### src/wdtsr_consts.vh
`ifndef WDTSR_CONSTS_VH
`define WDTSR_CONSTS_VH

// clock rates and the low-frequency time base
`define WDTSR_PCLK_MHZ 100
`define WDTSR_PCLK_KHZ (`WDTSR_PCLK_MHZ * 1000)
`define WDTSR_LFOSC_KHZ 31
// pclk cycles per low-frequency tick, rounded to nearest
`define WDTSR_LF_DIV ((`WDTSR_PCLK_KHZ + (`WDTSR_LFOSC_KHZ / 2)) / `WDTSR_LFOSC_KHZ)
// nominal 1 ms base interval is 32 low-frequency ticks
`define WDTSR_BASE_MS 1
`define WDTSR_BASE_TICKS 32
// highest valid period select code, 2^23 prescale
`define WDTSR_PS_MAX 5'h12
`define WDTSR_PS_ALL_ONES 23'h7FFFFF

// extra stabilisation delay after low-power sleep
`define WDTSR_LP_WAKE_US 10
`define WDTSR_LP_WAKE_CYC (`WDTSR_LP_WAKE_US * `WDTSR_PCLK_MHZ)

// register offsets (byte addresses)
`define WDTSR_OFF_WDT_CTRL 8'h00
`define WDTSR_OFF_REG_CTRL 8'h04
`define WDTSR_OFF_IRQ_STAT 8'h08
`define WDTSR_OFF_IRQ_MASK 8'h0C
`define WDTSR_OFF_STATE 8'h10

// watchdog_control fields
`define WDTSR_WC_SWEN_BIT 0
`define WDTSR_WC_PS_LSB 1
`define WDTSR_WC_PS_MSB 5
`define WDTSR_WC_SWEN_RST 1'h0
`define WDTSR_WC_PS_RST 5'h0B

// regulator_sleep_control fields
`define WDTSR_RC_RSV_BIT 0
`define WDTSR_RC_PM_BIT 1
`define WDTSR_RC_RSV_RST 1'h1
`define WDTSR_RC_PM_RST 1'h0

// interrupt status and mask bits
`define WDTSR_IRQ_W 3
`define WDTSR_IRQ_RESET_BIT 0
`define WDTSR_IRQ_WAKE_BIT 1
`define WDTSR_IRQ_OSCF_BIT 2
`define WDTSR_IRQ_RST 3'h0

// watchdog mode configuration codes
`define WDTSR_MODE_OFF 2'h0
`define WDTSR_MODE_SW 2'h1
`define WDTSR_MODE_NOSLP 2'h2
`define WDTSR_MODE_ON 2'h3

`endif

### src/wdtsr_lfosc.v
`include "wdtsr_consts.vh"
`default_nettype none

module wdtsr_lfosc #(
  parameter [11:0] LF_DIV = `WDTSR_LF_DIV
) (
  input wire pclk,
  input wire presetn,
  input wire osc_fail,
  output wire lf_tick
);

  localparam [11:0] LF_LAST = LF_DIV - 12'h001;

  reg [11:0] div_q;
  reg tick_q;

  ////////////////////////////////////////////////////////////////////////
  // free-running divider; a failed oscillator simply stops ticking
  always @(posedge pclk or negedge presetn) begin
    if (!presetn) begin
      div_q <= 12'h000;
      tick_q <= 1'b0;
    end else if (osc_fail) begin
      div_q <= 12'h000;
      tick_q <= 1'b0;
    end else if (div_q == LF_LAST) begin
      div_q <= 12'h000;
      tick_q <= 1'b1;
    end else begin
      div_q <= div_q + 12'h001;
      tick_q <= 1'b0;
    end
  end

  assign lf_tick = tick_q;

endmodule

`default_nettype wire

### src/wdtsr_top.v
// Implementation choices: the APB slave port and the register addresses.
`include "wdtsr_consts.vh"
`default_nettype none

module wdtsr_top #(
  parameter [11:0] LF_DIV = `WDTSR_LF_DIV
) (
  input wire pclk,
  input wire presetn,
  input wire psel,
  input wire penable,
  input wire pwrite,
  input wire [7:0] paddr,
  input wire [31:0] pwdata,
  output wire [31:0] prdata,
  output wire pready,
  output wire pslverr,
  input wire [1:0] wdt_mode_config,
  input wire watchdog_clear_instr,
  input wire sleep_instr,
  input wire wake_event,
  input wire lf_osc_fail,
  input wire lp_incompat_periph_en,
  output wire wdt_sys_reset,
  output wire cpu_halt,
  output wire regulator_low_power,
  output wire irq
);

  localparam [1:0] ST_RUN = 2'h0;
  localparam [1:0] ST_SLEEP = 2'h1;
  localparam [1:0] ST_WAKE = 2'h2;
  localparam integer LP_CYC = `WDTSR_LP_WAKE_CYC;
  localparam [10:0] LP_LAST = LP_CYC[10:0] - 11'h001;

  // register file
  reg [4:0] period_sel_q;
  reg sw_watchdog_enable_q;
  reg regulator_sleep_power_sel_q;
  reg reg_rsv_q;
  reg [2:0] irq_stat_q;
  reg [2:0] irq_mask_q;
  reg [2:0] irq_stat_d;
  reg [2:0] irq_mask_d;

  // sleep sequencing
  reg [1:0] state_q;
  reg [1:0] state_d;
  reg [10:0] dly_q;
  reg osc_fail_q;

  // outputs
  reg [31:0] prdata_q;
  reg pready_q;
  reg pslverr_q;
  reg sys_reset_q;
  reg cpu_halt_q;
  reg reg_lp_q;
  reg irq_q;

  reg wdt_active;
  reg [31:0] rd_mux;
  wire asleep;
  wire sleep_go;
  wire wake_go;
  wire wdt_clear;
  wire wdt_to;
  wire lf_tick;
  wire fail_rise;
  wire [4:0] period_eff;
  wire apb_setup;
  wire apb_acc;
  wire apb_wr;
  wire [2:0] irq_set;
  wire [2:0] irq_clr;

  // exact-word decode of the mapped offsets
  function wdtsr_mapped;
    input [7:0] a;
    begin
      wdtsr_mapped = (a == `WDTSR_OFF_WDT_CTRL) || (a == `WDTSR_OFF_REG_CTRL) ||
                     (a == `WDTSR_OFF_IRQ_STAT) || (a == `WDTSR_OFF_IRQ_MASK) ||
                     (a == `WDTSR_OFF_STATE);
    end
  endfunction

  // reserved codes above the last valid one fall back to 1:32
  function [4:0] wdtsr_ps_eff;
    input [4:0] ps;
    begin
      if (ps > `WDTSR_PS_MAX) begin
        wdtsr_ps_eff = 5'h00;
      end else begin
        wdtsr_ps_eff = ps;
      end
    end
  endfunction

  ////////////////////////////////////////////////////////////////////////
  // mode decode; wake delay counts as awake since the counter restarts
  assign asleep = (state_q == ST_SLEEP);

  always @* begin
    case (wdt_mode_config)
      `WDTSR_MODE_ON: wdt_active = 1'b1;
      `WDTSR_MODE_NOSLP: wdt_active = !asleep;
      `WDTSR_MODE_SW: wdt_active = sw_watchdog_enable_q;
      default: wdt_active = 1'b0;
    endcase
  end

  // a pending wake event turns the sleep instruction into a no-op
  assign sleep_go = (state_q == ST_RUN) && sleep_instr && !wake_event;
  assign wake_go = asleep && (wake_event || wdt_to);
  assign fail_rise = lf_osc_fail && !osc_fail_q;

  // every clearing source; reset clears through presetn
  assign wdt_clear = watchdog_clear_instr || sleep_go || wake_go ||
                     lf_osc_fail || !wdt_active;

  assign period_eff = wdtsr_ps_eff(period_sel_q);

  ////////////////////////////////////////////////////////////////////////
  // independent time base and the watchdog counter
  wdtsr_lfosc #(
    .LF_DIV(LF_DIV)
  ) u_lfosc (
    .pclk(pclk),
    .presetn(presetn),
    .osc_fail(lf_osc_fail),
    .lf_tick(lf_tick)
  );

  wdtsr_wdt_cnt u_cnt (
    .pclk(pclk),
    .presetn(presetn),
    .lf_tick(lf_tick),
    .clear(wdt_clear),
    .period_sel(period_eff),
    .timeout(wdt_to)
  );

  ////////////////////////////////////////////////////////////////////////
  // sleep state machine
  always @* begin
    state_d = state_q;
    case (state_q)
      ST_RUN: begin
        if (sleep_go) begin
          state_d = ST_SLEEP;
        end
      end
      ST_SLEEP: begin
        if (wake_go) begin
          // only a low-power sleep pays the stabilisation delay
          state_d = reg_lp_q ? ST_WAKE : ST_RUN;
        end
      end
      ST_WAKE: begin
        if (dly_q == LP_LAST) begin
          state_d = ST_RUN;
        end
      end
      default: state_d = ST_RUN;
    endcase
  end

  // state, wake delay and regulator mode
  always @(posedge pclk or negedge presetn) begin
    if (!presetn) begin
      state_q <= ST_RUN;
      dly_q <= 11'h000;
      osc_fail_q <= 1'b0;
      reg_lp_q <= 1'b0;
      cpu_halt_q <= 1'b0;
      sys_reset_q <= 1'b0;
    end else begin
      state_q <= state_d;
      osc_fail_q <= lf_osc_fail;
      if (state_q == ST_WAKE) begin
        dly_q <= dly_q + 11'h001;
      end else begin
        dly_q <= 11'h000;
      end
      // low power only while asleep and no peripheral objects
      reg_lp_q <= (state_d == ST_SLEEP) && regulator_sleep_power_sel_q &&
                  !lp_incompat_periph_en;
      cpu_halt_q <= (state_d != ST_RUN);
      // a time-out asleep wakes instead of resetting
      sys_reset_q <= wdt_to && !asleep;
    end
  end

  ////////////////////////////////////////////////////////////////////////
  // apb slave: one wait-free access phase, answer registered at setup
  assign apb_setup = psel && !penable;
  assign apb_acc = psel && penable && pready_q;
  assign apb_wr = apb_acc && pwrite;

  always @* begin
    rd_mux = 32'h00000000;
    case (paddr)
      `WDTSR_OFF_WDT_CTRL: begin
        rd_mux[`WDTSR_WC_PS_MSB:`WDTSR_WC_PS_LSB] = period_sel_q;
        rd_mux[`WDTSR_WC_SWEN_BIT] = sw_watchdog_enable_q;
      end
      `WDTSR_OFF_REG_CTRL: begin
        rd_mux[`WDTSR_RC_PM_BIT] = regulator_sleep_power_sel_q;
        rd_mux[`WDTSR_RC_RSV_BIT] = reg_rsv_q;
      end
      `WDTSR_OFF_IRQ_STAT: rd_mux[2:0] = irq_stat_q;
      `WDTSR_OFF_IRQ_MASK: rd_mux[2:0] = irq_mask_q;
      `WDTSR_OFF_STATE: rd_mux[4:0] = {lf_osc_fail, wdt_active, reg_lp_q, state_q};
      default: rd_mux = 32'h00000000;
    endcase
  end

  always @(posedge pclk or negedge presetn) begin
    if (!presetn) begin
      prdata_q <= 32'h00000000;
      pready_q <= 1'b0;
      pslverr_q <= 1'b0;
    end else begin
      pready_q <= apb_setup;
      if (apb_setup) begin
        prdata_q <= pwrite ? 32'h00000000 : rd_mux;
        pslverr_q <= !wdtsr_mapped(paddr);
      end else if (apb_acc) begin
        pslverr_q <= 1'b0;
      end
    end
  end

  ////////////////////////////////////////////////////////////////////////
  // control registers; reserved period codes are stored as written
  always @(posedge pclk or negedge presetn) begin
    if (!presetn) begin
      period_sel_q <= `WDTSR_WC_PS_RST;
      sw_watchdog_enable_q <= `WDTSR_WC_SWEN_RST;
      regulator_sleep_power_sel_q <= `WDTSR_RC_PM_RST;
      reg_rsv_q <= `WDTSR_RC_RSV_RST;
    end else if (apb_wr) begin
      if (paddr == `WDTSR_OFF_WDT_CTRL) begin
        period_sel_q <= pwdata[`WDTSR_WC_PS_MSB:`WDTSR_WC_PS_LSB];
        sw_watchdog_enable_q <= pwdata[`WDTSR_WC_SWEN_BIT];
      end
      if (paddr == `WDTSR_OFF_REG_CTRL) begin
        regulator_sleep_power_sel_q <= pwdata[`WDTSR_RC_PM_BIT];
        // software is expected to write this back as one
        reg_rsv_q <= pwdata[`WDTSR_RC_RSV_BIT];
      end
    end
  end

  ////////////////////////////////////////////////////////////////////////
  // sticky event flags, write one to clear; a new event beats the clear
  assign irq_set[`WDTSR_IRQ_RESET_BIT] = wdt_to && !asleep;
  assign irq_set[`WDTSR_IRQ_WAKE_BIT] = wdt_to && asleep;
  assign irq_set[`WDTSR_IRQ_OSCF_BIT] = fail_rise;
  assign irq_clr = (apb_wr && (paddr == `WDTSR_OFF_IRQ_STAT)) ? pwdata[2:0] : 3'h0;

  always @* begin
    irq_stat_d = (irq_stat_q & ~irq_clr) | irq_set;
    irq_mask_d = irq_mask_q;
    if (apb_wr && (paddr == `WDTSR_OFF_IRQ_MASK)) begin
      irq_mask_d = pwdata[2:0];
    end
  end

  // the flags sit apart from presetn consumers only by software choice
  always @(posedge pclk or negedge presetn) begin
    if (!presetn) begin
      irq_stat_q <= `WDTSR_IRQ_RST;
      irq_mask_q <= `WDTSR_IRQ_RST;
      irq_q <= 1'b0;
    end else begin
      irq_stat_q <= irq_stat_d;
      irq_mask_q <= irq_mask_d;
      irq_q <= |(irq_stat_d & irq_mask_d);
    end
  end

  ////////////////////////////////////////////////////////////////////////
  // outputs, each straight from a flip-flop
  assign prdata = prdata_q;
  assign pready = pready_q;
  assign pslverr = pslverr_q;
  assign wdt_sys_reset = sys_reset_q;
  assign cpu_halt = cpu_halt_q;
  assign regulator_low_power = reg_lp_q;
  assign irq = irq_q;

endmodule

`default_nettype wire

### src/wdtsr_wdt_cnt.v
`include "wdtsr_consts.vh"
`default_nettype none

module wdtsr_wdt_cnt (
  input wire pclk,
  input wire presetn,
  input wire lf_tick,
  input wire clear,
  input wire [4:0] period_sel,
  output wire timeout
);

  reg [22:0] cnt_q;
  reg to_q;
  wire [22:0] term;

  // last tick count of a period: 2^(5+sel) ticks in all
  function [22:0] wdtsr_term;
    input [4:0] sel;
    begin
      wdtsr_term = `WDTSR_PS_ALL_ONES >> (`WDTSR_PS_MAX - sel);
    end
  endfunction

  assign term = wdtsr_term(period_sel);

  ////////////////////////////////////////////////////////////////////////
  // clear beats a coinciding time-out, so a last-moment clear still saves us
  always @(posedge pclk or negedge presetn) begin
    if (!presetn) begin
      cnt_q <= 23'h000000;
      to_q <= 1'b0;
    end else if (clear) begin
      cnt_q <= 23'h000000;
      to_q <= 1'b0;
    end else if (lf_tick && (cnt_q >= term)) begin
      cnt_q <= 23'h000000;
      to_q <= 1'b1;
    end else begin
      if (lf_tick) begin
        cnt_q <= cnt_q + 23'h000001;
      end
      to_q <= 1'b0;
    end
  end

  assign timeout = to_q;

endmodule

`default_nettype wire
### config.mk
export PLATFORM = sky130hd
export DESIGN_NAME = wdtsr_top
export DESIGN_NICKNAME = d
export VERILOG_FILES = /design/src/wdtsr_lfosc.v /design/src/wdtsr_top.v /design/src/wdtsr_wdt_cnt.v
export VERILOG_INCLUDE_DIRS = /design/src
export SDC_FILE = /design/constraint.sdc
export NUM_CORES = 1
export LEC_CHECK = 0
export BUFFER_PORTS_ARGS = -buffer_cell sky130_fd_sc_hd__buf_2
export CORE_AREA = 2 2 114 116
export DETAILED_ROUTE_END_ITERATION = 6
export DIE_AREA = 0 0 116 118
export PLACE_DENSITY = 0.65
export SLEW_MARGIN = 15
export SYNTH_ARGS = -nofsm -noshare
export SYNTH_HDL_FRONTEND = slang
export SYNTH_HIERARCHICAL = 1
export SYNTH_SLANG_ARGS = --single-unit
export TNS_END_PERCENT = 100
### constraint.sdc
create_clock -name pclk -period 8.5 [get_ports pclk]
set_clock_uncertainty 0.15 [all_clocks]
set_input_delay 0.85 -clock pclk [delete_from_list [all_inputs] [get_ports pclk]]
set_output_delay 0.85 -clock pclk [all_outputs]
set_load 0.03 [all_outputs]
==> results of run 1 <==
worst max path at each step:
stage	start	end	slack, ps	cells past startpoint
after global routing	period_sel_q[3]	u_cnt/cnt_q[3]	3330	18
after CTS	period_sel_q[3]	u_cnt/cnt_q[3]	3690	18
after detailed placement	period_sel_q[3]	u_cnt/cnt_q[11]	3730	18
after floorplan	period_sel_q[3]	u_cnt/cnt_q[6]	4500	19
after global placement	period_sel_q[3]	u_cnt/cnt_q[20]	3890	18
final	period_sel_q[3]	u_cnt/cnt_q[8]	3710	18
through the flow:
step | worst slack [ps] | cells | instance area (µm²)
after floorplan | 4500 | 541 | 4970
after detailed placement | 3730 | 715 | 5130
after CTS | 3690 | 731 | 5460
final | 3710 | 731 | 5460
after global routing | 3330 | 731 | 5460
after global placement | 3890 | 715 | 5130
cells in the final DEF, fill, tap and decap left out, types with 9 or more instances in the layout:
cell type | netlist | layout
sky130_fd_sc_hd__nor2_1 | 35 | 35
sky130_fd_sc_hd__mux2_2 | 10 | 10
sky130_fd_sc_hd__clkbuf_16 | 0 | 9
sky130_fd_sc_hd__nand4_1 | 12 | 12
sky130_fd_sc_hd__buf_2 | 4 | 36
sky130_fd_sc_hd__dfrtp_1 | 73 | 73
sky130_fd_sc_hd__nand3_1 | 32 | 32
sky130_fd_sc_hd__ha_1 | 31 | 31
sky130_fd_sc_hd__and2_1 | 9 | 9
sky130_fd_sc_hd__o31ai_1 | 11 | 11
sky130_fd_sc_hd__a21oi_1 | 26 | 26
sky130_fd_sc_hd__nand2_1 | 59 | 59
sky130_fd_sc_hd__inv_1 | 18 | 18
sky130_fd_sc_hd__o21ai_0 | 16 | 16
sky130_fd_sc_hd__conb_1 | 1 | 26
flip-flops by register name, indices dropped and copies added (netlist names):
| name | flops |
|---|---|
| u_cnt/cnt_q | 23 |
| wdt_sys_reset | 1 |
| sw_watchdog_enable_q | 1 |
| u_lfosc/lf_tick | 1 |
| prdata | 6 |
| cpu_halt | 1 |
| u_lfosc/div_q | 12 |
| osc_fail_q | 1 |
| irq | 1 |
| pready | 1 |
| period_sel_q | 5 |
| dly_q | 11 |
| state_q | 2 |
| regulator_sleep_power_sel_q | 1 |
| irq_stat_q | 3 |
| irq_mask_q | 3 |
| reg_rsv_q | 1 |
| u_cnt/timeout | 1 |
| pslverr | 1 |
| regulator_low_power | 1 |
area by class of cell:
type | instances | area, µm² | area share (%)
Sequential cell | 77 | 1930 | 35.4
Inverter | 20 | 75.1 | 1.37
Clock inverter | 7 | 106 | 1.95
Multi-Input combinational cell | 408 | 2710 | 49.7
Timing Repair Buffer | 38 | 195 | 3.57
Clock buffer | 9 | 225 | 4.12
Tap cell | 172 | 215 | 3.94
where the power goes:
group / internal (mW) / switching, mW
logic: 0.0145 / 0.0460
clock network: 0.262 / 0.165
registers: 0.370 / 0.00325
cells by family (layout without fill, tap and decap cells):
logic type | Yosys count | after routing | synth area share (%)
mux | 17 | 17 | 4.36
buf+inv | 56 | 74 | 6.65
fa+ha+maj | 31 | 31 | 7.95
compound gates | 103 | 103 | 14.9
other cells | 1 | 26 | 0.0769
flops | 77 | 77 | 39.6
xor+xnor | 14 | 14 | 2.67
simple gates | 217 | 217 | 23.7
metal layers:
metal  up-vias  part of all wire, %  routed length [µm]  track usage [%]
met5         -                    0                   0                0
li1       1916                    -                   -                -
met2        99                   49                5340             26.7
met1      1922                   46                5020             22.1
met3        14                  3.8                 412             2.99
met4         0                  1.8                 195             6.62
worst max-delay path, cell delays in order, from the launching register on:
cell,delay (ps)
sky130_fd_sc_hd__dfstp_2,570
sky130_fd_sc_hd__o31ai_1,80
sky130_fd_sc_hd__and2_1,190
sky130_fd_sc_hd__ha_1,230
sky130_fd_sc_hd__nor3_1,320
sky130_fd_sc_hd__xnor2_2,240
sky130_fd_sc_hd__inv_2,140
sky130_fd_sc_hd__nor2_2,220
sky130_fd_sc_hd__inv_2,80
sky130_fd_sc_hd__nor2_1,120
sky130_fd_sc_hd__inv_1,80
sky130_fd_sc_hd__or2_1,210
sky130_fd_sc_hd__ha_1,290
sky130_fd_sc_hd__and4_1,190
sky130_fd_sc_hd__and4_1,200
sky130_fd_sc_hd__a21oi_1,190
sky130_fd_sc_hd__o2111a_2,550
sky130_fd_sc_hd__nand2_4,240
sky130_fd_sc_hd__o311ai_1,350
==> out/summary.txt, run 1 <==
FLOORPLAN
-------------------------------------------------------------------------------------------
Die ar.                                                                          0.0137 mm²
Horizontal extent of the die                                                         116 µm
Placeable Area                                                                   0.0124 mm²
Die Span Y                                                                           118 µm
Row count                                                                                41
Starting density of the core                                                          39.3%
Number of primary I/O pins                                                               90

STA
-------------------------------------------------------------------------------------------
Final-layout setup total negative slack                                                0 ps
RSZ-0062 raised after global routing                                                     no
Max-slew violation total from the final report                                            0
Worst-margin pin slew                                                                968 ps
Final critical delay including setup and external delays                            4790 ps
Worst Hold Margin                                                                    317 ps
Total count of hold-check failures in the final report                                    0
Max-slew headroom                                                                     35.5%
Post-route fraction of the period consumed by the critical path                       56.4%
Max Clock Freq                                                                    0.209 GHz
Setup-failing EPs final                                                                   0

SYNTH
-------------------------------------------------------------------------------------------
Count leader, synth                                                            sky130_fd_sc_hd__dfrtp_1
Leading post-synthesis cells by instance count                                 73 x sky130_fd_sc_hd__dfrtp_1, 59 x sky130_fd_sc_hd__nand2_1, 35 x sky130_fd_sc_hd__nor2_1, 32 x sky130_fd_sc_hd__nand3_1, 31 x sky130_fd_sc_hd__ha_1
EDFF count, synth                                                                         0
Post-Synthesis Mean Instance Area                                                  9.45 µm²
Yosys warning total                                                                       6
Async S/R FF share, synth                                                              100%
Synthesized flop and latch total                                                         77
Post-Syn Instances                                                                      516
Primary FF master, synth                                                       sky130_fd_sc_hd__dfrtp_1
Main area contributors after synthesis                                         sky130_fd_sc_hd__dfrtp_1 37%, sky130_fd_sc_hd__ha_1 8.0%, sky130_fd_sc_hd__nand2_1 4.5%
Yosys cell types                                                                         73
Combined area of all synthesized cells                                          0.00488 mm²
Cell taking the most area after synthesis                                      sky130_fd_sc_hd__dfrtp_1
Proportion of netlist area held by the largest area contributor                       37.5%
Fraction of the yosys area taken by sequential cells                                  39.6%

PLACED DESIGN
-------------------------------------------------------------------------------------------
Number of buffers inserted by port buffering                                             37
Hpwl dp                                                                             7.98 mm
Placer's final routability congestion estimate                                        0.894

GRT
-------------------------------------------------------------------------------------------
First-pass GRT wire length                                                          18.4 mm
All-layer global routing usage                                                        16.6%
Number of antenna violations at the first check in global routing                         0
Number of global-route vias before repair                                             3,939
Pin count of the biggest net entering global routing                                     78
Gr ovfl total                                                                             0

CLOCKING
-------------------------------------------------------------------------------------------
Clock root buffer                                                              sky130_fd_sc_hd__clkbuf_16
Post-CTS Setup Repair Bufs                                                                0
Clock Latency Late Sink                                                              330 ps
Clock sink total                                                                         77
Num CTS Buffers                                                                           9
Number of hold buffers added after CTS                                                    0
Number of cells upsized or downsized after cts                                            0
Number of buffers on the longest clock path                                               2
CTS tree                                                                                yes
Clock transition at path regs                                                         70 ps
Maximum level of the CTS H-tree                                                           3

FINISH
-------------------------------------------------------------------------------------------
Final nets                                                                              637
Number of antenna diodes                                                                  0
Layout Utilization                                                                    44.0%
Proportion of layout cells with a drive suffix above 1                                16.6%
Number of fill cells                                                                  1,216
Post-synthesis to final-layout area growth                                            12.0%

CRITICAL PATH
-------------------------------------------------------------------------------------------
CP arrival                                                                          4860 ps
Type of origin of the critical path                                                register
Flop2flop setup slack                                                               3710 ps
Critical Path Fanout Max                                                                 21
Critical path data required time                                                    8570 ps
Critical path endpoint category                                                    register
Worst r2r path cells                                                                     18
CP Class                                                                            reg2reg
Start of the worst register-to-register path                                   period_sel_q[3]
Worst r2r dst                                                                  u_cnt/cnt_q[8]

DRT
-------------------------------------------------------------------------------------------
Avg WL per Cell                                                                     15.0 µm
Vias per Instance                                                                      5.40
Drc violations                                                                            0
Number of design-rule violations left by the first detailed-router iteration            282
Number of optimization iterations in the first detailed-route pass                        4
Number of vias in the routed layout                                                   3,951
Final antenna-violating net count                                                         0
DRT Wirelength                                                                      11.0 mm

MIN PATH
-------------------------------------------------------------------------------------------
Worst hold path endpoint                                                           dly_q[0]
Hold Path Class                                                                     reg2reg
Launch point of the worst hold path                                                dly_q[0]
WHS Path Cells                                                                            1

FLOW RUN
-------------------------------------------------------------------------------------------
Max-cap viol count                                                                        0

PWR
-------------------------------------------------------------------------------------------
Overall power after layout                                                           861 µW
Largest vdd supply drop                                                              127 µV
Leakage power figure                                                                2.42 nW
Power per cell area                                                              158 mW/mm²

STATUS
-------------------------------------------------------------------------------------------
Status                                                                            completed

Power figures use the tool's default switching activity.
==> run 2: changes to the inputs <==
- PLACE_DENSITY: 0.65 -> 0.67
- clock period: 8.5 -> 4.05 ns (I/O delays scaled with it)
==> out/summary.txt, run 2 (synthesis results as in run 1) <==
FLOORPLAN
-------------------------------------------------------------------------------------------
Die Span Y                                                                           118 µm
Starting density of the core                                                          39.3%
Die ar.                                                                          0.0137 mm²
Number of primary I/O pins                                                               90
Horizontal extent of the die                                                         116 µm
Placeable Area                                                                   0.0124 mm²
Row count                                                                                41

GRT
-------------------------------------------------------------------------------------------
Number of antenna violations at the first check in global routing                         0
First-pass GRT wire length                                                          18.1 mm
Gr ovfl total                                                                             0
Number of global-route vias before repair                                             3,876
All-layer global routing usage                                                        16.6%
Pin count of the biggest net entering global routing                                     78

DRT
-------------------------------------------------------------------------------------------
Met3 wire length                                                                     477 µm
Number of optimization iterations in the first detailed-route pass                        4
Avg WL per Cell                                                                     14.8 µm
Routed met1 length                                                                  4.92 mm
DRT Wirelength                                                                      11.1 mm
Uppermost routed layer                                                                 met4
Number of design-rule violations left by the first detailed-router iteration            178
Final antenna-violating net count                                                         0
Vias per Instance                                                                      5.40
Length of routed met2 wiring                                                        5.46 mm
Number of vias in the routed layout                                                   4,033
Drc violations                                                                            0

STA
-------------------------------------------------------------------------------------------
Final-layout setup total negative slack                                                0 ps
Final critical delay including setup and external delays                            3940 ps
Max-slew violation total from the final report                                            0
Max Clock Freq                                                                    0.254 GHz
Post-route fraction of the period consumed by the critical path                       97.3%
Final WS setup                                                                       108 ps
Total count of hold-check failures in the final report                                    0
Setup-failing EPs final                                                                   0
Worst Hold Margin                                                                   69.1 ps
Worst-margin pin slew                                                                967 ps
RSZ-0062 raised after global routing                                                    yes
Max-slew headroom                                                                     35.5%

CRITICAL PATH
-------------------------------------------------------------------------------------------
Start of the worst register-to-register path                                   period_sel_q[3]
Worst r2r dst                                                                  u_cnt/cnt_q[21]
Flop2flop setup slack                                                                110 ps
Worst r2r path cells                                                                     20
CP cell instances                                                              o31ai_2, and2_4, ha_4, nor3_4, xnor2_2, inv_2, nor2_4, inv_2, nor2_2, inv_1, or2_4, ha_4, and4_4, and4_4, nand2_2, o2111a_2, buf_6, buf_4, a31oi_1, o31ai_1
Slowest cell on the critical path                                              sky130_fd_sc_hd__dfstp_2
CP arrival                                                                          4010 ps
CP Class                                                                            reg2reg
Critical path endpoint category                                                    register
Critical Path Fanout Max                                                                  6
CP max stage delay                                                                   590 ps
Worst setup path startpoint                                                    period_sel_q[3]
Critical path data required time                                                    4120 ps
Type of origin of the critical path                                                register

CLOCKING
-------------------------------------------------------------------------------------------
Number of buffers on the longest clock path                                               2
Clock transition at path regs                                                         60 ps
Maximum level of the CTS H-tree                                                           3
Number of hold buffers added after CTS                                                    0
Clock sink total                                                                         77
Clock Latency Late Sink                                                              340 ps
CTS tree                                                                                yes
Num CTS Buffers                                                                           9
Clock root buffer                                                              sky130_fd_sc_hd__clkbuf_16

PWR
-------------------------------------------------------------------------------------------
Internal power                                                                      1.23 mW
Fraction of power consumed by sequential logic                                        47.4%
Largest vdd supply drop                                                              185 µV
Overall power after layout                                                          1.65 mW
Net load switching power                                                             424 µW
Clock network fraction of design power                                                44.4%
Fraction of power consumed by combinational cells                                      8.1%
Leakage power figure                                                                2.50 nW
Power per cell area                                                              287 mW/mm²
Switching part of the total                                                           25.7%

FLOW RUN
-------------------------------------------------------------------------------------------
Max-cap viol count                                                                        0

PLACED DESIGN
-------------------------------------------------------------------------------------------
Placer's final routability congestion estimate                                        0.883
Hpwl dp                                                                             7.79 mm
Number of buffers inserted by port buffering                                             37
Post-Place Setup Slack                                                              -143 ps

FINISH
-------------------------------------------------------------------------------------------
Most frequent cells in the layout                                              73 x sky130_fd_sc_hd__dfrtp_1, 58 x sky130_fd_sc_hd__nand2_1, 36 x sky130_fd_sc_hd__buf_2, 34 x sky130_fd_sc_hd__nor2_1, 32 x sky130_fd_sc_hd__nand3_1
Max FFs per register                                                                     23
Commonest non-fill, non-tap cell in the layout                                 sky130_fd_sc_hd__dfrtp_1
Number of fill cells                                                                  1,171
Proportion of layout cells with a drive suffix above 1                                22.8%
Post-synthesis to final-layout area growth                                            17.9%
Register name with the most flops                                               u_cnt/cnt_q
Largest registers in the final layout                                          u_cnt/cnt_q x23, u_lfosc/div_q x12, dly_q x11
Final nets                                                                              653
Number of antenna diodes                                                                  0

MIN PATH
-------------------------------------------------------------------------------------------
Hold Path Class                                                                    in2async

STATUS
-------------------------------------------------------------------------------------------
Status                                                                            completed

-- run 2: critical path: cells and delay by family, from the launching register on --
kind	cells	cell delay, ps
XOR/XNOR	1	150
adder cells (fa/ha/maj)	2	430
AND/OR/NAND/NOR	8	1380
AO/OA/AOI/OAI	4	630
flip-flops	1	590
buffers and inverters	5	500
-- run 2: how the worst max path moves through the flow --
stage / endpoint / slack, ps / cells past startpoint
after floorplan: u_cnt/cnt_q[6] / 50 / 19
after global placement: u_cnt/cnt_q[0] / -30 / 19
after detailed placement: u_cnt/cnt_q[5] / -140 / 16
after CTS: u_cnt/cnt_q[2] / 40 / 19
after global routing: u_cnt/cnt_q[14] / -60 / 20
final: u_cnt/cnt_q[21] / 110 / 20
-- run 2: through the flow --
stage	instance area (µm²)	std cells	util, %
global route	5750	747	46.3
CTS	5520	740	44.5
global placement	5190	723	41.8
detailed placement	5190	723	41.8
finish	5750	747	46.3
floorplan	4970	541	-
-- run 2: layout make-up --
cell class	count	area, µm²	area share [%]
Inverter	20	75.1	1.31
Sequential cell	77	1930	33.6
Clock inverter	6	37.5	0.653
Tap cell	172	215	3.74
Timing Repair Buffer	52	312	5.42
Clock buffer	10	229	3.98
Multi-Input combinational cell	410	2950	51.3
-- run 2: layer usage --
metal,GRT usage [%],vias up
met5,0,-
met4,5.88,0
met3,4.53,18
met2,26.7,92
met1,21.5,1973
li1,-,1950
-- run 2: what timing repair did --
action,CTS,global route
gates resized for setup,8,31
setup buffers,1,5
pin swaps,3,12
endpoints found under the setup margin,19,23
cloned,0,2
-- run 2: power groups by stage --
stage / clock [mW] / sequential, mW / combinational, mW
final: 0.733 / 0.783 / 0.134
after CTS: 0.747 / 0.783 / 0.129
after detailed placement: 0 / 0.797 / 0.128
after floorplan: 0 / 0.802 / 0.0944
after global placement: 0 / 0.796 / 0.126
after global routing: 0.783 / 0.784 / 0.148
